$ cat src/common/ats_pkg.sv
// shared constants and types for the auto transmit and print gate
`default_nettype none
package ats_pkg;
   // system clock rate
   localparam int CLK_KHZ      = 50000;
   localparam int CLK_PER_NS   = 20;
   // qualification times as printed
   localparam int START_US     = 5000;   // space time that keys transmit
   localparam int BREAK_MS     = 500;    // held break drops transmit
   localparam int IDENT_MS     = 1000;   // hang after last ident closure
   localparam int HOLD_MS_DFLT = 5000;   // mark hold, adjustable 1 s to 10 s
   localparam int HOLD_MS_MIN  = 1000;
   localparam int HOLD_MS_MAX  = 10000;
   localparam int HYST_NS      = 400;    // slicer settle time with hysteresis
   // derived cycle counts
   localparam int START_CYC    = (START_US * CLK_KHZ + 999) / 1000;
   localparam int BREAK_CYC    = BREAK_MS * CLK_KHZ;
   localparam int IDENT_CYC    = IDENT_MS * CLK_KHZ;
   localparam int HYST_CYC     = (HYST_NS + CLK_PER_NS - 1) / CLK_PER_NS;
   // widths
   localparam int TMR_W        = 30;
   localparam int HYST_W       = 8;
   localparam int PIN_W        = 7;
   localparam int SYNC_LAT     = 4;      // pin edge to synchroniser output, in edges
   // pin vector positions
   localparam int PIN_LOOP     = 0;
   localparam int PIN_KBD      = 1;
   localparam int PIN_RS       = 2;
   localparam int PIN_MIL      = 3;
   localparam int PIN_IDENT    = 4;
   localparam int PIN_HOLD_B   = 5;
   localparam int PIN_DISC     = 6;
   // loop wiring option codes
   localparam logic [1:0] WIRE_SHARED = 2'h0;
   localparam logic [1:0] WIRE_KBD    = 2'h1;
   localparam logic [1:0] WIRE_SERIAL = 2'h2;
   // transmit / receive state, one-hot
   typedef enum logic [1:0] {
      ATS_RX = 2'h1,
      ATS_TX = 2'h2
   } ats_state_e;
   // panel configuration
   typedef struct packed {
      logic       auto_transmit_switch;
      logic       print_local;
      logic       polarity_reverse;
      logic       slicer_hysteresis;
      logic [1:0] loop_wiring_option;
   } ats_cfg_s;
endpackage : ats_pkg
`default_nettype wire

$ cat src/design/ats_pin_sync.sv
// three-stage input synchroniser with agreement filter
`default_nettype none
module ats_pin_sync #(
   parameter int W = 1
) (
   input  wire logic         ref_clk,
   input  wire logic         rst_b,
   input  wire logic         clk_en,
   input  wire logic [W-1:0] pin_in,
   output logic      [W-1:0] pin_out
);
   logic [W-1:0] s1_q;
   logic [W-1:0] s2_q;
   logic [W-1:0] s3_q;

   genvar g;
   generate
      for (g = 0; g < W; g++) begin : g_bit
         // shift chain, output moves only when stages two and three agree
         always_ff @(posedge ref_clk or negedge rst_b) begin
            if (!rst_b) begin
               s1_q[g]    <= 1'b0;
               s2_q[g]    <= 1'b0;
               s3_q[g]    <= 1'b0;
               pin_out[g] <= 1'b0;
            end else if (clk_en) begin
               s1_q[g] <= pin_in[g];
               s2_q[g] <= s1_q[g];
               s3_q[g] <= s2_q[g];
               if (s2_q[g] == s3_q[g]) begin
                  pin_out[g] <= s3_q[g];
               end
            end
         end
      end
   endgenerate
endmodule : ats_pin_sync
`default_nettype wire

$ cat src/design/ats_slicer.sv
// mark/space slicer with optional hysteresis
`default_nettype none
module ats_slicer (
   input  wire logic ref_clk,
   input  wire logic rst_b,
   input  wire logic clk_en,
   input  wire logic hyst_en,
   input  wire logic level_space,
   output logic      slice_space
);
   logic [ats_pkg::HYST_W-1:0] run_q;

   // with hysteresis a new state must persist before the slicer flips
   always_ff @(posedge ref_clk or negedge rst_b) begin
      if (!rst_b) begin
         run_q       <= '0;
         slice_space <= 1'b0;
      end else if (clk_en) begin
         if (level_space == slice_space) begin
            run_q <= '0;
         end else if (!hyst_en ||
                      run_q == ats_pkg::HYST_W'(ats_pkg::HYST_CYC - 1)) begin
            slice_space <= level_space;
            run_q       <= '0;
         end else begin
            run_q <= run_q + 1'b1;
         end
      end
   end
endmodule : ats_slicer
`default_nettype wire

$ cat src/design/ats_auto_transmit_gate.sv
// keyboard operated transmit switch and received data print gate
// Behaviour
// - loop space over 5 ms keys transmit
// - ident key closed forces and holds transmit
// - space over half second drops transmit
// - mark beyond hold time drops transmit
// - idle mark drop held off until one second after last ident closure
// - own received openings never key transmit
// - keying output sinks while transmitting
// - transmit holds loop keyer in mark
// - line setting passes received data
// - local setting holds loop keyer mark
// - grounded remote hold acts as local
// - pre-autostart output ignores print gating
// - reverse swaps sense both directions
// - hysteresis needs definite change to switch
// - panel switch off disables auto transmit
// - trigger from shared, keyboard or serial
`default_nettype none
module ats_auto_transmit_gate #(
   parameter int START_CYC = ats_pkg::START_CYC,
   parameter int BREAK_CYC = ats_pkg::BREAK_CYC,
   parameter int IDENT_CYC = ats_pkg::IDENT_CYC,
   parameter int HOLD_CYC  = ats_pkg::HOLD_MS_DFLT * ats_pkg::CLK_KHZ
) (
   input  wire logic             ref_clk,
   input  wire logic             rst_b,
   input  wire logic             clk_en,
   input  wire ats_pkg::ats_cfg_s cfg,
   input  wire logic             loop_space,
   input  wire logic             kbd_space,
   input  wire logic             serial_rs_space,
   input  wire logic             serial_mil_space,
   input  wire logic             morse_ident_key,
   input  wire logic             remote_hold_b,
   input  wire logic             disc_high_tone,
   output logic                  ptt_sink,
   output logic                  tx_active,
   output logic                  keyer_space,
   output logic                  pre_data_space,
   output logic                  tone_high
);
   ////////////////////////////////////////////////////////////////////////
   // input conditioning

   logic [ats_pkg::PIN_W-1:0] pin_raw;
   logic [ats_pkg::PIN_W-1:0] pin_s;
   logic                      disc_space;
   logic                      rx_space;

   // pin vector order follows the package positions
   assign pin_raw = {disc_high_tone, remote_hold_b, morse_ident_key,
                     serial_mil_space, serial_rs_space, kbd_space, loop_space};

   ats_pin_sync #(
      .W       (ats_pkg::PIN_W)
   ) u_sync (
      .ref_clk (ref_clk),
      .rst_b   (rst_b),
      .clk_en  (clk_en),
      .pin_in  (pin_raw),
      .pin_out (pin_s)
   );

   // normal sense is mark on the lower tone, reverse swaps it
   assign disc_space = pin_s[ats_pkg::PIN_DISC] ^ cfg.polarity_reverse;

   ats_slicer u_slicer (
      .ref_clk     (ref_clk),
      .rst_b       (rst_b),
      .clk_en      (clk_en),
      .hyst_en     (cfg.slicer_hysteresis),
      .level_space (disc_space),
      .slice_space (rx_space)
   );

   ////////////////////////////////////////////////////////////////////////
   // transmit trigger source

   // picks the space indication that counts as operator typing
   function automatic logic trig_pick(input logic [1:0]               opt,
                                      input logic [ats_pkg::PIN_W-1:0] p,
                                      input logic                      own_space);
      logic r;
      r = 1'b0;
      case (opt)
         ats_pkg::WIRE_KBD:    r = p[ats_pkg::PIN_KBD];
         ats_pkg::WIRE_SERIAL: r = p[ats_pkg::PIN_RS] | p[ats_pkg::PIN_MIL];
         default:              r = p[ats_pkg::PIN_LOOP] & ~own_space;
      endcase
      return r;
   endfunction : trig_pick

   logic trig_space;
   logic ident_s;
   logic hold_s;
   logic auto_en;
   logic [ats_pkg::SYNC_LAT-1:0] own_hist_q;
   logic                         own_span;

   // recent keyer history, covers our own spacing still inside the synchroniser
   always_ff @(posedge ref_clk or negedge rst_b) begin
      if (!rst_b) begin
         own_hist_q <= '0;
      end else if (clk_en) begin
         own_hist_q <= {own_hist_q[ats_pkg::SYNC_LAT-2:0], keyer_space};
      end
   end

   assign own_span = keyer_space || (own_hist_q != '0);

   // shared loop openings while our keyer spaces are our own data
   assign trig_space = trig_pick(cfg.loop_wiring_option, pin_s, own_span);
   assign ident_s    = pin_s[ats_pkg::PIN_IDENT];
   assign hold_s     = ~pin_s[ats_pkg::PIN_HOLD_B];
   assign auto_en    = cfg.auto_transmit_switch;

   ////////////////////////////////////////////////////////////////////////
   // qualification timers

   logic [ats_pkg::TMR_W-1:0] space_cnt_q;
   logic [ats_pkg::TMR_W-1:0] mark_cnt_q;
   logic [ats_pkg::TMR_W-1:0] ident_cnt_q;
   logic                      break_lock_q;
   logic                      start_hit;
   logic                      break_hit;
   logic                      hold_hit;
   logic                      ident_hang;

   assign start_hit  = trig_space && !break_lock_q &&
                       space_cnt_q >= ats_pkg::TMR_W'(START_CYC - 1);
   assign break_hit  = trig_space && space_cnt_q >= ats_pkg::TMR_W'(BREAK_CYC - 1);
   assign hold_hit   = !trig_space && mark_cnt_q >= ats_pkg::TMR_W'(HOLD_CYC - 1);
   assign ident_hang = ident_s || ident_cnt_q != '0;

   // continuous space run, saturating
   always_ff @(posedge ref_clk or negedge rst_b) begin
      if (!rst_b) begin
         space_cnt_q <= '0;
      end else if (clk_en) begin
         if (!trig_space || !auto_en) begin
            space_cnt_q <= '0;
         end else if (space_cnt_q != {ats_pkg::TMR_W{1'b1}}) begin
            space_cnt_q <= space_cnt_q + 1'b1;
         end
      end
   end

   // continuous mark run while transmitting
   always_ff @(posedge ref_clk or negedge rst_b) begin
      if (!rst_b) begin
         mark_cnt_q <= '0;
      end else if (clk_en) begin
         if (trig_space || tx_active == 1'b0 || !auto_en) begin
            mark_cnt_q <= '0;
         end else if (mark_cnt_q != {ats_pkg::TMR_W{1'b1}}) begin
            mark_cnt_q <= mark_cnt_q + 1'b1;
         end
      end
   end

   // hang timer reloads on every ident closure while the panel switch is on
   always_ff @(posedge ref_clk or negedge rst_b) begin
      if (!rst_b) begin
         ident_cnt_q <= '0;
      end else if (clk_en) begin
         if (ident_s && auto_en) begin
            ident_cnt_q <= ats_pkg::TMR_W'(IDENT_CYC);
         end else if (ident_cnt_q != '0) begin
            ident_cnt_q <= ident_cnt_q - 1'b1;
         end
      end
   end

   // after a break drop outside the ident hang, a new start needs the loop back in mark first
   always_ff @(posedge ref_clk or negedge rst_b) begin
      if (!rst_b) begin
         break_lock_q <= 1'b0;
      end else if (clk_en) begin
         if (!trig_space) begin
            break_lock_q <= 1'b0;
         end else if (tx_active && break_hit && !ident_hang) begin
            break_lock_q <= 1'b1;
         end
      end
   end

   ////////////////////////////////////////////////////////////////////////
   // transmit / receive state

   ats_pkg::ats_state_e state_q;
   ats_pkg::ats_state_e state_d;

   // enter on typing or ident, leave on break, or on idle mark once the ident hang has ended
   always_comb begin
      state_d = state_q;
      case (state_q)
         ats_pkg::ATS_RX: begin
            if (auto_en && (ident_s || start_hit)) begin
               state_d = ats_pkg::ATS_TX;
            end
         end
         ats_pkg::ATS_TX: begin
            if (ident_s) begin
               state_d = ats_pkg::ATS_TX;
            end else if (break_hit) begin
               state_d = ats_pkg::ATS_RX;
            end else if (hold_hit && ident_cnt_q == '0) begin
               state_d = ats_pkg::ATS_RX;
            end
         end
         default: state_d = ats_pkg::ATS_RX;
      endcase
      if (!auto_en) begin
         state_d = ats_pkg::ATS_RX;
      end
   end

   always_ff @(posedge ref_clk or negedge rst_b) begin
      if (!rst_b) begin
         state_q <= ats_pkg::ATS_RX;
      end else if (clk_en) begin
         state_q <= state_d;
      end
   end

   ////////////////////////////////////////////////////////////////////////
   // outputs

   logic tx_d;
   assign tx_d = (state_d == ats_pkg::ATS_TX);

   // keying transistor follows the next state
   always_ff @(posedge ref_clk or negedge rst_b) begin
      if (!rst_b) begin
         ptt_sink  <= 1'b0;
         tx_active <= 1'b0;
      end else if (clk_en) begin
         ptt_sink  <= tx_d;
         tx_active <= tx_d;
      end
   end

   // post-autostart keyer held mark by transmit, local or remote hold
   always_ff @(posedge ref_clk or negedge rst_b) begin
      if (!rst_b) begin
         keyer_space <= 1'b0;
      end else if (clk_en) begin
         if (tx_d || cfg.print_local || hold_s) begin
            keyer_space <= 1'b0;
         end else begin
            keyer_space <= rx_space;
         end
      end
   end

   // pre-autostart data never sees the print gate
   always_ff @(posedge ref_clk or negedge rst_b) begin
      if (!rst_b) begin
         pre_data_space <= 1'b0;
      end else if (clk_en) begin
         pre_data_space <= rx_space;
      end
   end

   // tone keyer select, space is the high tone unless reversed
   always_ff @(posedge ref_clk or negedge rst_b) begin
      if (!rst_b) begin
         tone_high <= 1'b0;
      end else if (clk_en) begin
         tone_high <= trig_space ^ cfg.polarity_reverse;
      end
   end
endmodule : ats_auto_transmit_gate
`default_nettype wire

$ cat config.mk
export PLATFORM = sky130hd
export DESIGN_NAME = ats_auto_transmit_gate
export DESIGN_NICKNAME = d
export VERILOG_FILES = /design/src/common/ats_pkg.sv /design/src/design/ats_pin_sync.sv /design/src/design/ats_slicer.sv /design/src/design/ats_auto_transmit_gate.sv
export SDC_FILE = /design/constraint.sdc
export NUM_CORES = 1
export LEC_CHECK = 0
export BUFFER_PORTS_ARGS = -buffer_cell sky130_fd_sc_hd__buf_4
export CORE_MARGIN = 4
export CORE_UTILIZATION = 50
export DETAILED_ROUTE_END_ITERATION = 8
export PLACE_DENSITY = 0.67
export SETUP_SLACK_MARGIN = 0.2
export SLEW_MARGIN = 10
export SYNTH_ARGS = -nofsm -noshare
export SYNTH_HDL_FRONTEND = slang
export SYNTH_SLANG_ARGS = --single-unit
export TNS_END_PERCENT = 5
$ cat constraint.sdc
create_clock -name ref_clk -period 2.2 [get_ports ref_clk]
set_clock_uncertainty 0.15 [all_clocks]
set_input_delay 0.11 -clock ref_clk [delete_from_list [all_inputs] [get_ports ref_clk]]
set_output_delay 0.11 -clock ref_clk [all_outputs]
set_load 0.01 [all_outputs]
==> flow_summary.json <==
{
  "outcome": "complete, but fails checks",
  "violations": "negative setup slack",
  "netlist.area_leader.share": 0.474,
  "tns_ns": -8.36,
  "power_density_mw_per_mm2": 791,
  "cp.arrival_ns": 2.69,
  "clockBufferDepth": 2,
  "placed_area_sq_mm": 0.00845,
  "holdPathStages": 4,
  "clockRootBuffer": "clkbuf_16",
  "comb_power_share": 0.232,
  "synth_common_cells": "dfrtp_1 (137), nor2_1 (88), nand2_1 (69)",
  "num_rows": 43,
  "coreArea_sq_mm": 0.0140,
  "netlist_area_sq_mm": 0.00723,
  "diodes": 0,
  "crit_fanout": 4,
  "grt_first_pass_wirelength_um": 29600,
  "grt_pass1_vias": 6335,
  "wl_per_cell_um": 15.8,
  "intPower_uw": 5300,
  "synth_seq_cells": 138,
  "drtIter0Drc": 302,
  "synthXorXnorAreaFrac": 0.0775,
  "min_path_type": "in -> reg",
  "max_freq_mhz": 401,
  "clk_pin_slew_ns": 0.06,
  "synth_largest_area_cell": "dfrtp_1",
  "power_switching_uw": 2220,
  "tightestPinTransition_ns": 0.548,
  "seqCellArea_sq_mm": 0.00346,
  "detail_route.vias_per_cell": 5.57,
  "synth_compound_area_frac": 0.125,
  "ys_seq_area_frac": 0.478,
  "syn_nets": 777,
  "synth.distinct_cells": 71,
  "hold_viol": 0,
  "drive_gt1_frac": 0.300,
  "globalplace.congestion": 0.840,
  "syn_to_final_growth_pct": 31.6,
  "num-nets-final": 934,
  "synth-edff-count": 0,
  "clk_latency_ns": 0.43,
  "finish.utilization": 0.678,
  "fillers": 1053,
  "instances_no_fill": 1102,
  "dr.pass1.iters": 5,
  "die_width_um": 128,
  "cp.required_ns": 2.40,
  "synthMuxAreaShare": 0.0341,
  "synth_area_leaders": "dfrtp_1 (47%), xnor2_1 (4.8%), nor2_1 (4.6%)",
  "setup_ws_ns": -0.294,
  "fin_area_sq_mm": 0.00952,
  "vias": 6133,
  "totalWireLength_um": 17400,
  "cts.sinks": 138,
  "initial_core_util": 0.515,
  "synthAdderAreaFrac": 0.0138,
  "multiInputGateArea_sq_mm": 0.00389,
  "ys_warn_count": 0,
  "slew_violations": 0,
  "syn_area_per_cell_sq_um": 9.61,
  "synth_cells": 753,
  "setup_viol": 69,
  "cts_tree": "built",
  "die_y_um": 128,
  "worstSetupStartpointType": "register",
  "crit_type": "reg -> reg",
  "peakVddDrop_uv": 704,
  "ioPinCount": 21,
  "relSlewSlack": 0.633,
  "h-tree-depth": 4,
  "drv_cap": 0,
  "synthSimpleGateAreaFrac": 0.240,
  "post-route-period-util": 1.13,
  "port_buffers": 20,
  "whs_ns": 0.0201,
  "power.share.clock": 0.358,
  "drc": 0,
  "power_frac_seq": 0.410,
  "ff2ff_path_depth": 9,
  "rsz0062_at_grt": "yes",
  "period_minus_slack_ns": 2.49,
  "synth_top_family_by_area": "simple AND/OR/NAND/NOR gates",
  "synth_flop_cell": "dfrtp_1",
  "switching_share": 0.295,
  "overflow": 0,
  "grt_use_total": 0.222,
  "antenna_found_initial": 0,
  "ant_nets": 0,
  "p_leak_uw": 0.00406,
  "hpwl_um": 11700,
  "synthArstFlopShare": 1.00,
  "dpl.cell_count": 1051,
  "grt_max_degree": 56,
  "yosysMostFrequentCell": "dfrtp_1",
  "endpoint_kind": "register",
  "numCtsBuffers": 17,
  "dieArea_sq_mm": 0.0165
}
==> final timing paths <==
kind	from	endpoint	slack, ns
worst max-delay path	ident_cnt_q[1]	keyer_space	-0.29
max in group asynchronous	rst_b	ident_cnt_q[6]	1.12
worst min-delay path	clk_en	ident_cnt_q[1]	0.02
worst min register to register	u_sync.s1_q[3]	u_sync.s1_q[3]	0.35
min in group asynchronous	rst_b	mark_cnt_q[19]	0.05
worst max register to register	ident_cnt_q[1]	keyer_space	-0.29
==> layer usage <==
layer / share of wire / global-route usage / vias up / wire (um)
li1: - / - / 2994 / -
met1: 0.45 / 0.291 / 3002 / 7890
met3: 0.034 / 0.0500 / 29 / 595
met5: 0 / 0 / - / 0
met4: 0.020 / 0.0605 / 0 / 353
met2: 0.49 / 0.373 / 108 / 8530
==> state kept, by name (all words and copies together) (netlist names) <==
name / count
ident_cnt_q: 30
mark_cnt_q: 30
space_cnt_q: 30
u_slicer.run_q: 8
u_sync.pin_out: 7
u_sync.s1_q: 7
u_sync.s2_q: 7
u_sync.s3_q: 7
own_hist_q: 4
state_q: 2
break_lock_q: 1
keyer_space: 1
pre_data_space: 1
tone_high: 1
tx_active: 1
u_slicer.slice_space: 1
==> power by group through the flow <==
stage | Combinational [uW] | Sequential, uW | Clock, uW
2_1_floorplan | 849 | 3130 | 0
3_3_place_gp | 1540 | 3090 | 0
3_5_place_dp | 1610 | 3110 | 0
4_1_cts | 1670 | 3080 | 2740
5_1_grt | 1960 | 3120 | 2850
6_report | 1750 | 3080 | 2690
==> cells in the final DEF (no fill, tap or decap), drive strengths merged, types with 8 or more instances in the layout <==
cell type	count
nor3	26
inv	30
nor4	14
ha	8
nand4	23
buf	151
nand3	26
o21ai	58
xnor2	40
xor2	24
clkbuf	21
dlygate4sd3	11
dfrtp	137
or3	22
nand2	69
nor2	88
mux2	21
a21oi	33
and3	17
==> repair_timing <==
item                                    in CTS  in global routing
gates resized for setup                     30                 42
pin swaps                                   42                 24
endpoints found under the hold margin       63                  0
endpoints found under the setup margin      95                100
hold buffers                                11                  0
setup buffers                                5                  4
==> critical path: stages, from the launching register on <==
cell and delay [ns]:
dfrtp_1 0.38, inv_1 0.06, ha_2 0.16, or4b_4 0.48
nand4b_1 0.21, buf_4 0.17, nor4_4 0.16, a41oi_2 0.20
o221ai_2 0.26, a2bb2oi_1 0.19
==> area by class of cell <==
cell class / instances / area share
multi-input combinational: 561 / 0.408
sequential: 138 / 0.363
timing repair buffer: 162 / 0.135
clock buffer: 21 / 0.0484
tap: 180 / 0.0237
inverter: 30 / 0.0118
clock inverter: 10 / 0.0101
==> logic make-up (layout without fill, tap and decap cells) <==
kind of cell             count (synthesis)  count (layout)
multiplexers                            22              22
flip-flops                             138             138
buffers and inverters                   54             223
XOR/XNOR                                64              64
AO/OA/AOI/OAI                          138             138
adder cells (fa/ha/maj)                  8               8
AND/OR/NAND/NOR                        329             329
==> stage by stage <==
stage               power (uW)  setup slack [ns]
finish                    7530            -0.294
global route              7940            -0.415
CTS                       7480            -0.299
detailed placement        4720            -0.351
global placement          4630            -0.253
floorplan                 3970            -0.180
Power figures use the tool's default switching activity.
